<file path="src/hdl/sarcs_map.svh">
/*
  constants of the successive-approximation conversion sequencer: code widths,
  fixed codes, step and conversion counts, oscillator and hold timing.
  assumes ref_clk at 100 MHz and is included by its bare name.
*/
`ifndef SARCS_MAP_SVH
`define SARCS_MAP_SVH

`define SARCS_NBITS 12
`define SARCS_MSB_IDX 4'hB
`define SARCS_HALF_SCALE 12'h800
`define SARCS_ALL_ONES 12'hFFF
`define SARCS_ALL_ZEROS 12'h000

// master ticks per internal step and per conversion
`define SARCS_PHASE_LAST 2'h3
`define SARCS_CONV_TICKS 49
`define SARCS_CONV_LAST 6'h30

// hold may rise one master period plus this much after its fall
`define SARCS_REF_PERIOD_NS 10
`define SARCS_HOLD_EXTRA_NS 50
`define SARCS_HOLD_EXTRA_CYC ((`SARCS_HOLD_EXTRA_NS + `SARCS_REF_PERIOD_NS - 1) / `SARCS_REF_PERIOD_NS)

// internal oscillator as a divider of ref_clk, and the pin-low detect time
`define SARCS_OSC_LAST 8'h18
`define SARCS_PIN_LOW_LAST 8'hC8

// calibration trim words
`define SARCS_TRIM_W 6
`define SARCS_TRIM_DEPTH 12
`define SARCS_TRIM_MID 6'h20
`define SARCS_TRIM_MAX 6'h3F
`define SARCS_TRIM_MIN 6'h00

`endif

</file>
<file path="src/hdl/sarcs_pkg.sv">
/*
  types of the conversion sequencer.
  assumes nothing beyond a SystemVerilog compiler.
*/
package sarcs_pkg;

  typedef enum logic [1:0] {
    SARCS_TRACK = 2'b00,
    SARCS_ALIGN = 2'b01,
    SARCS_CONV = 2'b10,
    SARCS_CAL = 2'b11
  } sarcs_state_t;

endpackage : sarcs_pkg

</file>
<file path="src/hdl/sarcs_trim_mem.sv">
/*
  trim word memory of the capacitor bit weights, one word per bit.
  assumes one write or read per cycle; read data arrive one cycle after the address.
*/
`timescale 1ns/1ns
`include "sarcs_map.svh"

module sarcs_trim_mem (
  input wire logic ref_clk,
  input wire logic nrst,
  input wire logic [3:0] addr,
  input wire logic wr_en,
  input wire logic [5:0] wr_data,
  output logic [5:0] rd_data_ff
);

  logic [5:0] mem_ff [0:`SARCS_TRIM_DEPTH-1];

  always_ff @(posedge ref_clk) begin
    if (!nrst) begin
      for (int i = 0; i < `SARCS_TRIM_DEPTH; i++) begin
        mem_ff[i] <= `SARCS_TRIM_MID;
      end
    end else if (wr_en) begin
      mem_ff[addr] <= wr_data;
    end
  end

  always_ff @(posedge ref_clk) begin
    if (!nrst) begin
      rd_data_ff <= `SARCS_TRIM_MID;
    end else begin
      rd_data_ff <= mem_ff[addr];
    end
  end

endmodule : sarcs_trim_mem

</file>
<file path="src/hdl/sarcs_seq.sv">
/*
  sequencer of a 12-bit successive-approximation converter: master clock select,
  hold edge capture, bit-by-bit trial code, saturation, self-calibration trim loop.
  assumes comparator and range flags are synchronous to ref_clk and settle within
  one master tick of a trial code change.
*/
`timescale 1ns/1ns
`include "sarcs_map.svh"

module sarcs_seq
  import sarcs_pkg::*;
(
  input wire logic ref_clk,
  input wire logic nrst,
  input wire logic master_clock_pin,
  input wire logic hold_n,
  input wire logic cmp_below,
  input wire logic ain_over_ref,
  input wire logic ain_under_range,
  input wire logic bipolar_mode,
  input wire logic cal_start,
  input wire logic cal_cmp_heavy,
  output logic [11:0] trial_code_ff,
  output logic [11:0] result_code_ff,
  output logic result_valid_ff,
  output logic tracking_ff,
  output logic converting_ff,
  output logic calibrating_ff,
  output logic osc_internal_ff,
  output logic msb_to_ref_ff,
  output logic [3:0] cal_bit_ff,
  output logic [5:0] cal_trim_ff
);

  function automatic logic [11:0] sarcs_trial_step(input logic [11:0] code, input logic [3:0] idx,
                                                   input logic below);
    logic [11:0] r;
    r = code;
    if (below) begin
      r[idx] = 1'b0;
    end
    if (idx != 4'h0) begin
      r[idx - 4'h1] = 1'b1;
    end
    return r;
  endfunction : sarcs_trial_step

  sarcs_state_t state_ff, nxt_state;
  logic pin_d_ff, hold_d_ff, sat_hi_ff, sat_lo_ff, cal_first_ff, cal_dir_ff;
  logic [7:0] low_cnt_ff, osc_cnt_ff;
  logic [1:0] phase_ff;
  logic [3:0] bit_idx_ff;
  logic [5:0] conv_cnt_ff;
  logic [5:0] trim_rd;

  // clock pin low long enough means no external clock is running
  always_ff @(posedge ref_clk) begin
    if (!nrst) begin
      pin_d_ff <= 1'b0;
      low_cnt_ff <= 8'h00;
      osc_internal_ff <= 1'b0;
    end else begin
      pin_d_ff <= master_clock_pin;
      low_cnt_ff <= master_clock_pin ? 8'h00 : (low_cnt_ff == `SARCS_PIN_LOW_LAST ? low_cnt_ff : low_cnt_ff + 8'h01);
      osc_internal_ff <= !master_clock_pin && (low_cnt_ff == `SARCS_PIN_LOW_LAST);
    end
  end

  wire osc_tick = (osc_cnt_ff == `SARCS_OSC_LAST);
  wire ext_tick = master_clock_pin && !pin_d_ff;
  wire mclk_tick = osc_internal_ff ? osc_tick : ext_tick;
  wire phase_tick = mclk_tick && (phase_ff == `SARCS_PHASE_LAST);
  // sampling on the master tick is what lets hold rise one master period later
  wire hold_fall = mclk_tick && hold_d_ff && !hold_n;
  wire conv_start = (state_ff == SARCS_ALIGN) && phase_tick;
  wire conv_done = (state_ff == SARCS_CONV) && mclk_tick && (conv_cnt_ff == `SARCS_CONV_LAST);
  wire conv_decide = (state_ff == SARCS_CONV) && phase_tick;
  wire cal_step = (state_ff == SARCS_CAL) && phase_tick;
  wire trim_at_limit = cal_cmp_heavy ? (trim_rd == `SARCS_TRIM_MIN) : (trim_rd == `SARCS_TRIM_MAX);
  wire cal_balanced = trim_at_limit || (!cal_first_ff && (cal_dir_ff != cal_cmp_heavy));
  wire cal_wr = cal_step && !cal_balanced;
  wire [5:0] cal_wdata = cal_cmp_heavy ? trim_rd - 6'h01 : trim_rd + 6'h01;
  wire cal_done = cal_step && cal_balanced && (cal_bit_ff == `SARCS_MSB_IDX);
  wire [11:0] final_code = sat_hi_ff ? `SARCS_ALL_ONES : (sat_lo_ff ? `SARCS_ALL_ZEROS : trial_code_ff);

  always_ff @(posedge ref_clk) begin
    if (!nrst) begin
      osc_cnt_ff <= 8'h00;
      phase_ff <= 2'h0;
      hold_d_ff <= 1'b1;
    end else begin
      osc_cnt_ff <= osc_tick ? 8'h00 : osc_cnt_ff + 8'h01;
      if (mclk_tick) begin
        phase_ff <= phase_ff + 2'h1;
        hold_d_ff <= hold_n;
      end
    end
  end

  always_comb begin
    nxt_state = state_ff;
    case (state_ff)
      SARCS_TRACK: begin
        if (hold_fall) begin
          nxt_state = SARCS_ALIGN;
        end else if (cal_start) begin
          nxt_state = SARCS_CAL;
        end
      end
      SARCS_ALIGN: begin
        if (phase_tick) begin
          nxt_state = SARCS_CONV;
        end
      end
      SARCS_CONV: begin
        if (conv_done) begin
          nxt_state = SARCS_TRACK;
        end
      end
      SARCS_CAL: begin
        if (cal_done) begin
          nxt_state = SARCS_TRACK;
        end
      end
      default: nxt_state = SARCS_TRACK;
    endcase
  end

  always_ff @(posedge ref_clk) begin
    if (!nrst) begin
      state_ff <= SARCS_TRACK;
      tracking_ff <= 1'b1;
      converting_ff <= 1'b0;
      calibrating_ff <= 1'b0;
      msb_to_ref_ff <= 1'b0;
    end else begin
      state_ff <= nxt_state;
      tracking_ff <= (nxt_state == SARCS_TRACK);
      converting_ff <= (nxt_state == SARCS_ALIGN) || (nxt_state == SARCS_CONV);
      calibrating_ff <= (nxt_state == SARCS_CAL);
      // top capacitor on the reference while tracking doubles and offsets the range
      msb_to_ref_ff <= bipolar_mode && (nxt_state == SARCS_TRACK);
    end
  end

  // range flags are frozen at the hold edge, so later input moves have no effect
  always_ff @(posedge ref_clk) begin
    if (!nrst) begin
      sat_hi_ff <= 1'b0;
      sat_lo_ff <= 1'b0;
    end else if ((state_ff == SARCS_TRACK) && hold_fall) begin
      sat_hi_ff <= ain_over_ref;
      sat_lo_ff <= ain_under_range && !ain_over_ref;
    end
  end

  always_ff @(posedge ref_clk) begin
    if (!nrst) begin
      trial_code_ff <= `SARCS_HALF_SCALE;
      bit_idx_ff <= `SARCS_MSB_IDX;
      conv_cnt_ff <= 6'h00;
    end else if (conv_start) begin
      trial_code_ff <= `SARCS_HALF_SCALE;
      bit_idx_ff <= `SARCS_MSB_IDX;
      conv_cnt_ff <= 6'h00;
    end else if ((state_ff == SARCS_CONV) && mclk_tick) begin
      conv_cnt_ff <= conv_cnt_ff + 6'h01;
      if (conv_decide) begin
        trial_code_ff <= sarcs_trial_step(trial_code_ff, bit_idx_ff, cmp_below);
        bit_idx_ff <= (bit_idx_ff == 4'h0) ? 4'h0 : bit_idx_ff - 4'h1;
      end
    end
  end

  always_ff @(posedge ref_clk) begin
    if (!nrst) begin
      result_code_ff <= `SARCS_ALL_ZEROS;
      result_valid_ff <= 1'b0;
    end else begin
      result_valid_ff <= conv_done;
      if (conv_done) begin
        result_code_ff <= final_code;
      end
    end
  end

  // trim walks one step per internal step until the comparator flips direction or the trim reaches its limit
  always_ff @(posedge ref_clk) begin
    if (!nrst) begin
      cal_bit_ff <= 4'h0;
      cal_first_ff <= 1'b1;
      cal_dir_ff <= 1'b0;
      cal_trim_ff <= `SARCS_TRIM_MID;
    end else begin
      cal_trim_ff <= trim_rd;
      if ((state_ff == SARCS_TRACK) && !hold_fall && cal_start) begin
        cal_bit_ff <= 4'h0;
        cal_first_ff <= 1'b1;
      end else if (cal_step && cal_balanced) begin
        cal_bit_ff <= cal_done ? 4'h0 : cal_bit_ff + 4'h1;
        cal_first_ff <= 1'b1;
      end else if (cal_step) begin
        cal_dir_ff <= cal_cmp_heavy;
        cal_first_ff <= 1'b0;
      end
    end
  end

  sarcs_trim_mem u_trim (
    .ref_clk(ref_clk),
    .nrst(nrst),
    .addr(cal_bit_ff),
    .wr_en(cal_wr),
    .wr_data(cal_wdata),
    .rd_data_ff(trim_rd)
  );

  // master ticks since conversion start, read only by the checks
  logic [6:0] chk_ticks_ff;
  always_ff @(posedge ref_clk) begin
    if (!nrst || conv_start) begin
      chk_ticks_ff <= 7'h00;
    end else if ((state_ff == SARCS_CONV) && mclk_tick) begin
      chk_ticks_ff <= chk_ticks_ff + 7'h01;
    end
  end
endmodule : sarcs_seq

</file>
<file path="config.mk">
export PLATFORM = sky130hd
export DESIGN_NAME = sarcs_seq
export DESIGN_NICKNAME = d
export VERILOG_FILES = /design/src/hdl/sarcs_pkg.sv /design/src/hdl/sarcs_trim_mem.sv /design/src/hdl/sarcs_seq.sv
export VERILOG_INCLUDE_DIRS = /design/src /design/src/hdl
export SDC_FILE = /design/constraint.sdc
export NUM_CORES = 1
export LEC_CHECK = 0
export BUFFER_PORTS_ARGS = -buffer_cell sky130_fd_sc_hd__clkbuf_2
export CORE_AREA = 2 2 133 135
export CTS_BUF_LIST = sky130_fd_sc_hd__clkbuf_4 sky130_fd_sc_hd__clkbuf_8 sky130_fd_sc_hd__clkbuf_16
export CTS_CLUSTER_DIAMETER = 40
export DETAILED_ROUTE_END_ITERATION = 10
export DIE_AREA = 0 0 135 137
export PLACE_DENSITY_LB_ADDON = 0.15
export SYNTH_ARGS = -nofsm -noshare
export SYNTH_HDL_FRONTEND = slang
export SYNTH_SLANG_ARGS = --single-unit
</file>
<file path="constraint.sdc">
create_clock -name ref_clk -period 6.4 [get_ports ref_clk]
set_input_delay 0.32 -clock ref_clk [delete_from_list [all_inputs] [get_ports ref_clk]]
set_output_delay 0.32 -clock ref_clk [all_outputs]
set_load 0.05 [all_outputs]
</file>
# == Word level (Yosys, flattened, before mapping) ==
# Memories as Yosys holds them, arrays and structs flattened. A register that Yosys moved wholly into a read port is not among the register bits.
# Cells that the tools add are included.
# Widths: inputs -> output; s select.
# word_totals
ff_bits,76
mem_bits_rw,72
in_bits,10
output_inout_bits,40
elab_cells,128
mem_count,1
# op_classes
n_addsub,8
magnitude_cmp,4
eq_ne,13
muxes,30
n_bitwise,6
reduce_logical,44
# mem_list
name,words,word_bits,rd,rd_ports_with_merged_regs,wr,line,rtl
u_trim.mem_ff,12,6,1,1,12,sarcs_trim_mem.sv:17,logic [5:0] mem_ff [0:`SARCS_TRIM_DEPTH-1];
# op_table
cell,n
$mux 12,8
$logic_and 1x1->1,21
$add 8x1->8 const B,2
$add 6x1->6 const B,2
$and 12x12->12,1
$eq 6x6->1 const B,2
$mux 4,3
$mux 6,2
$not 12->12,1
$or 12x12->12,1
$eq 2x2->1 const B,5
$lt 4x5->1 const B,2
$mux 2,5
$mux 1,9
$demux 1 s4,2
$eq 8x5->1 const B,1
$eq 8x8->1 const B,1
$ge 4x1->1 const B,2
$logic_not 1->1,8
$pmux 2 s4,1
$reduce_or 2->1,4
$logic_not 6->1,1
$reduce_or 6->1,1
$sub 6x1->6 const B,1
14 further kinds,19

# == Depth between registers and ports, before layout ==
# Gate-level depths: netlist (run 1).
# depth
depth_word,13
mapped_depth,10
depth_no_buf,9

# == Cells and area by module ==
# A second synthesis (run 1) with hierarchy kept.
# unflattened
cells_unflattened,683
hier_area_um2,8023.9
# by_module_without_submodules
module,n_inst,cells_per_inst,area_per_inst_um2,seq_area_each_um2
sarcs_trim_mem,1,279,4483.0,3002.9
sarcs_seq,1,404,3540.9,1521.5

# == Worst setup path after synthesis (run 1) ==
# OpenSTA, ideal clock, no wires.
# synth_timing
kind,register -> register
startpoint,register cal_bit_ff[0]
endpoint,"register u_trim.rd_data_ff[0], read port of u_trim.mem_ff"
setup_time_ns,0.115
t_arrival_ns,2.442
t_required_ns,6.285
setup_slack_ns,3.843
stages_incl_launch_ff,6
n_path_buf,2
period_less_slack_ns,2.557
cell_sequence,dfxtp_1 -> buf_2 -> buf_2 -> mux4_2 -> mux4_2 -> and2_1
# synth_lines
item,line,rtl
"start, declared",sarcs_seq.sv:31,"output logic [3:0] cal_bit_ff,"
"start signal, assigned",sarcs_seq.sv:200,cal_bit_ff <= cal_done ? 4'h0 : cal_bit_ff + 4'h1;
"end, declared",sarcs_trim_mem.sv:14,output logic [5:0] rd_data_ff

==> run summary, run 1 <==
GRT Residual Overflow - 0
Hpwl dp - 12200 um
Synth Instances - 679
Synthesis-to-layout area growth - 12.7%
Antenna-violating nets left - 0
Synth Flop Type - edfxtp_1
Vias/cell - 5.66
Seq cells post-synth - 178
Fmax - 0.328 GHz
Register area share after synthesis - 0.571
Routed via count - 5351
CTS buffer count - 17
RSZ-0062 raised after global routing - no
Hold/Removal Path Class - primary input to flip-flop
Filler cells - 1505
Setup Fix Bufs, Post-CTS - 0
Port bufs - 49
CP max FO - 15
Crit path capture type - flip-flop
Root buf cell - clkbuf_16
Critical Path Source Type - flip-flop
Placer Congestion - 0.880
Layout cell share with drive strength beyond 1 - 0.179
Post-synth EDFFs - 96
Skew final - 0.00816 ns
Die Height - 137 um
Final setup viols - 0
First-pass iteration count of the detailed router - 5
Delay of the slowest critical-path stage - 0.79 ns
Post-synth top area cell - edfxtp_1
Count of final hold-check violations - 0
Slew Viols, Final - 0
Crit path required time - 6.52 ns
Die width - 135 um
Bufs on Longest Clock Path - 2
Clock-pin slew on the worst setup and hold paths - 0.06 ns
Status - finished, final reports clean
Core area - 17100 um2
CTS tree - yes
Hold_buf cts - 0
Slew @ Worst Pin - 1.12 ns
Share of the synthesized area in the top cell type - 0.364
Final net count - 735
Leakage Power - 3.36 nW
Tmin final - 3.05 ns
Routed length per instance - 18.6 um
Setup TNS - 0 ns
Synth warnings - 0
Rows - 48
Min Hold Slack - 0.137 ns
Initial antenna violation count - 0
Diodes inserted - 0
Initial Utilization - 0.464
CP cell instances - inv_2 -> o311a_1 -> nor2_1 -> or4b_1 -> nand2_1
Vias in the first global route - 5185
Cell Area, Synth - 7920 um2
# clock sinks - 178
Die area - 18500 um2
Placed insts - 913
Pwr Total - 2.46 mW
Max Cap Viol - 0
Largest net degree at the start of global routing - 44
Synthesized net count - 707
H-tree levels - 4
CP Class - flip-flop to flip-flop
DR DRC count - 0
Worst VDD drop - 0.000196 V
Routed WL - 17600 um
Tot GR Track Use - 0.200
Power density cells - 276 nW/um2
Wire length of the first global-routing pass - 27900 um
Slew Limit Headroom - 0.247
Clk_lat worst skew - 0.43 ns
CP arrival - 3.17 ns
Top cells by area, synth - edfxtp_1, dfxtp_1, mux4_2, nor2_1, ha_1
Crit-path slowest cell - dfxtp_1
DRT iter0 DRCs - 419
Final Non-Filler Cells - 945
Ports - 50
Library cells used by synthesis - 57
Ys async rst share - 0
Post-cts resize count - 0
Synth Area per Inst - 11.7 um2
Final period util - 0.476
synth_stat cells, types with 6 or more instances:
library cell / n
dfxtp_1: 82
xor2_1: 16
xnor2_1: 7
edfxtp_1: 96
buf_2: 6
nand3_1: 22
inv_1: 23
nor2_1: 94
o211a_1: 12
nand4_1: 12
ha_1: 17
nand2b_1: 20
o31ai_1: 9
and3_1: 9
o21ai_0: 16
nor2b_1: 6
or4_1: 10
clkbuf_1: 35
a21oi_1: 32
mux4_2: 30
nand2_1: 44
and2_1: 21
sequential cells by signal, summed over array words and instances, names as in the netlist, 2 cells and up:
register,count
bit_idx_ff,4
cal_bit_ff,4
cal_trim_ff,6
conv_cnt_ff,6
low_cnt_ff,8
osc_cnt_ff,8
phase_ff,2
result_code_ff,12
state_ff,2
trial_code_ff,12
u_trim.mem_ff,96
u_trim.rd_data_ff,6
stage by stage:
| step | setup slack, ns | instance area, um2 | utilization |
|---|---|---|---|
| floorplan | 3.84 | 7920 | - |
| global placement | 3.43 | 8320 | 0.488 |
| detailed placement | 3.32 | 8320 | 0.488 |
| CTS | 3.31 | 8920 | 0.523 |
| global route | 3.17 | 8920 | 0.523 |
| finish | 3.35 | 8920 | 0.523 |
cells in the final DEF (no fill, tap or decap), drive strengths merged, types with 9 or more instances in the layout:
cell	count
a21oi	32
and2	21
and3	9
clkbuf	67
dfxtp	82
edfxtp	96
ha	17
inv	26
mux4	30
nand2	44
nand2b	20
nand3	23
nand4	12
nor2	94
o211a	12
o21ai	16
o31ai	9
or4	11
xor2	16
layout make-up:
class | instances | area [um2] | share of cell area
clock buffer | 18 | 439 | 0.0492
tap | 225 | 282 | 0.0315
sequential | 178 | 4530 | 0.507
inverter | 24 | 90.1 | 0.0101
timing repair buffer | 55 | 290 | 0.0325
clock inverter | 14 | 161 | 0.0181
multi-input combinational | 431 | 3140 | 0.351
worst max-delay path, delay by kind of cell, from the launching register on:
kind | cells | cell delay [ns]
simple gates | 3 | 1.34
buf+inv | 1 | 0.19
flops | 1 | 0.79
compound gates | 1 | 0.41
per-layer routing:
| metal | track usage | share of wire |
|---|---|---|
| met2 | 0.315 | 0.47 |
| met1 | 0.270 | 0.45 |
| met3 | 0.0407 | 0.056 |
| met5 | 0 | 0 |
| met4 | 0.0880 | 0.023 |
worst paths after layout:
kind / end / slack [ns] / cells past startpoint / startpoint
worst min-delay path: hold_d_ff / 0.14 / 3 / hold_n
worst min register to register: sat_lo_ff / 0.45 / 2 / sat_lo_ff
worst max register to register: u_trim.mem_ff[7][1] / 3.35 / 5 / u_trim.rd_data_ff[0]
worst max-delay path: u_trim.mem_ff[7][1] / 3.35 / 5 / u_trim.rd_data_ff[0]
report_power, final:
| part | switching (mW) | leakage, nW | total (mW) | internal, mW |
|---|---|---|---|---|
| Sequential | 0.0218 | 1.57 | 1.26 | 1.24 |
| Combinational | 0.105 | 1.50 | 0.148 | 0.0431 |
| Clock | 0.432 | 0.288 | 1.05 | 0.622 |
logic make-up (layout without fill, tap and decap cells):
logic type / after synthesis / in the layout / synth area share
compound gates: 89 / 89 / 0.0749
xor+xnor: 23 / 23 / 0.0254
fa+ha+maj: 18 / 18 / 0.0294
buf+inv: 70 / 111 / 0.0355
flops: 178 / 178 / 0.571
mux: 32 / 32 / 0.0878
simple gates: 269 / 269 / 0.176
Note: power is estimated with default switching activity, not from simulation.
==> run 2: changes to the inputs <==
==> constraint.sdc (replaced) <==
create_clock -name ref_clk -period 3.2 [get_ports ref_clk]
set_input_delay 0.16 -clock ref_clk [delete_from_list [all_inputs] [get_ports ref_clk]]
set_output_delay 0.16 -clock ref_clk [all_outputs]
set_load 0.05 [all_outputs]
==> run 2 against run 1 <==
Compared with the run above:
- register-to-register slack worse by 2.8 ns
- sequential share of layout area down 0.44 points
- highest routed layer unchanged
- flip-flop and latch count unchanged
- power up 100%
- largest cell class unchanged
- routed wire length about the same
- combinational power up 110%
- count of clock-buffer cells in the layout down 1
==> run summary, run 2 (synthesized netlist as in run 1, its figures left out) <==
Die width - 135 um
Hold path startpoint - ain_over_ref
Area after DPL - 8370 um2
Die area - 18500 um2
P_sw - 1.13 mW
Hold/Removal Path Class - primary input to flip-flop
Commonest non-fill, non-tap cell in the layout - edfxtp_1
Reg-to-reg endpoint - u_trim.mem_ff[1][2]
Delay of the slowest critical-path stage - 0.72 ns
Routed length per instance - 18.4 um
Initial Utilization - 0.464
First-pass iteration count of the detailed router - 5
Worst VDD drop - 0.000375 V
Largest net degree at the start of global routing - 26
Most frequent cells in the layout - edfxtp_1, nor2_1, dfxtp_1, clkbuf_2, nand2_1
Reg with most FFs - u_trim.mem_ff
Hpwl dp - 12500 um
Power density cells - 548 nW/um2
Antenna-violating nets left - 0
CTS tree - yes
CP cell instances - inv_1 -> ha_1 -> and4b_1 -> a22o_4 -> nand3_2 -> or4_1 -> nand2_1
Clk_lat worst skew - 0.42 ns
Vias/cell - 5.65
Final period util - 0.814
Slew @ Worst Pin - 0.770 ns
CP arrival - 2.72 ns
Count of final hold-check violations - 0
Tot GR Track Use - 0.202
Routed via count - 5397
CTS buffer count - 17
Core area - 17100 um2
Final setup viols - 0
R2R depth - 7
Sw Ratio - 0.228
Clock-pin slew on the worst setup and hold paths - 0.07 ns
Skew final - 0.00829 ns
Largest regs - u_trim.mem_ff: 96 flops, result_code_ff: 12 flops, trial_code_ff: 12 flops
Leakage Power - 3.41 nW
Worst path bufs/invs - 1
Hold path cells - 3
Max FFs per register - 96
Design area - 9000 um2
Layout cell share with drive strength beyond 1 - 0.183
GRT Residual Overflow - 0
Root buf cell - clkbuf_16
Wire length of the first global-routing pass - 28100 um
Slew Limit Headroom - 0.486
Diodes inserted - 0
Ports - 50
CP max FO - 14
Hold Crit Endpoint - sat_hi_ff
Placer Congestion - 0.851
Routing usage on met1 - 0.278
Rows - 48
DR DRC count - 0
Worst path depth - 7
R2R Path Start - osc_cnt_ff[0]
Routed WL - 17600 um
Met2 Usage GRT - 0.315
Synthesis-to-layout area growth - 13.6%
Clock Power Share - 0.429
R2R Setup Slk - 0.60 ns
DRT iter0 DRCs - 633
Grt peak-use layer - met2
RSZ-0062 raised after global routing - no
Slew Viols, Final - 0
Setup TNS - 0 ns
Sequential fraction of design power - 0.510
Fmax - 0.384 GHz
Tmin final - 2.60 ns
Crit path required time - 3.31 ns
Final net count - 746
Crit-path slowest cell - or4_1
CP Class - flip-flop to flip-flop
Bufs on Longest Clock Path - 2
# clock sinks - 178
Met3 Resource Use GR - 0.0459
Status - finished, final reports clean
H-tree levels - 4
Vias in the first global route - 5119
Die Height - 137 um
Max Cap Viol - 0
Port bufs - 49
Int Pwr - 3.80 mW
Delay-heaviest family, CP - simple AND/OR/NAND/NOR gates
Post-cts resize count - 0
Combinational share of power - 0.062
Initial antenna violation count - 0
Critical Path Source Type - flip-flop
Crit path capture type - flip-flop
## run 2: cell types whose count changed in the layout (fill, tap and decap cells not counted), sizes merged
cell,before,now
buf,6,14
clkinvlp,3,1
clkbuf,67,66
inv,26,29
dlygate4sd3,0,3
## run 2: worst max-delay path by stage
| stage | startpoint | end | slack (ns) |
|---|---|---|---|
| after detailed placement | osc_cnt_ff[0] | u_trim.mem_ff[1][1] | 0.61 |
| final | osc_cnt_ff[0] | u_trim.mem_ff[1][2] | 0.60 |
| after CTS | osc_cnt_ff[0] | u_trim.mem_ff[1][0] | 0.60 |
| after floorplan | cal_bit_ff[0] | u_trim.rd_data_ff[0] | 0.64 |
| after global placement | osc_cnt_ff[0] | u_trim.mem_ff[3][3] | 0.69 |
| after global routing | osc_cnt_ff[0] | u_trim.mem_ff[1][2] | 0.43 |
## run 2: worst register-to-register path, delay by kind of cell (launching register included)
family	cells	cell delay (ns)
compound gates	1	0.24
simple gates	4	1.48
buf+inv	1	0.07
fa+ha+maj	1	0.16
flops	1	0.35
## run 2: cell type report
type / instances / area (um2)
fillers: 1511 / 8050
flip-flops and latches: 178 / 4530
multi-input cells: 431 / 3120
clock buffers: 17 / 425
repair buffers: 66 / 380
well taps: 225 / 282
clock inverters: 15 / 179
inverters: 24 / 90.1
## run 2: routing by layer
| layer | up-vias | part of all wire |
|---|---|---|
| met5 | - | 0 |
| met4 | 0 | 0.014 |
| met3 | 17 | 0.074 |
| met2 | 231 | 0.48 |
| met1 | 2621 | 0.44 |
| li1 | 2528 | - |
## run 2: through the flow
step,worst slack [ns],hold WS [ns],cells,util,total power [mW]
final,0.596,0.0203,956,0.528,4.93
after global routing,0.434,0.0301,956,0.528,5.11
after CTS,0.604,0.00249,956,0.528,4.97
after detailed placement,0.608,0.419,921,0.491,2.86
after global placement,0.688,0.412,921,0.491,2.86
after floorplan,0.643,0.282,679,-,2.75
## run 2: timing repair
item,in CTS,in global routing
endpoints found under the hold margin,3,0
hold buffers,3,0
setup buffers,0,0
## run 2: power groups by stage
stage               combinational (mW)  sequential [mW]  clock [mW]
floorplan                        0.174             2.57           0
global placement                 0.296             2.56           0
detailed placement               0.302             2.56           0
CTS                              0.306             2.51        2.15
global route                     0.333             2.52        2.26
finish                           0.305             2.51        2.11
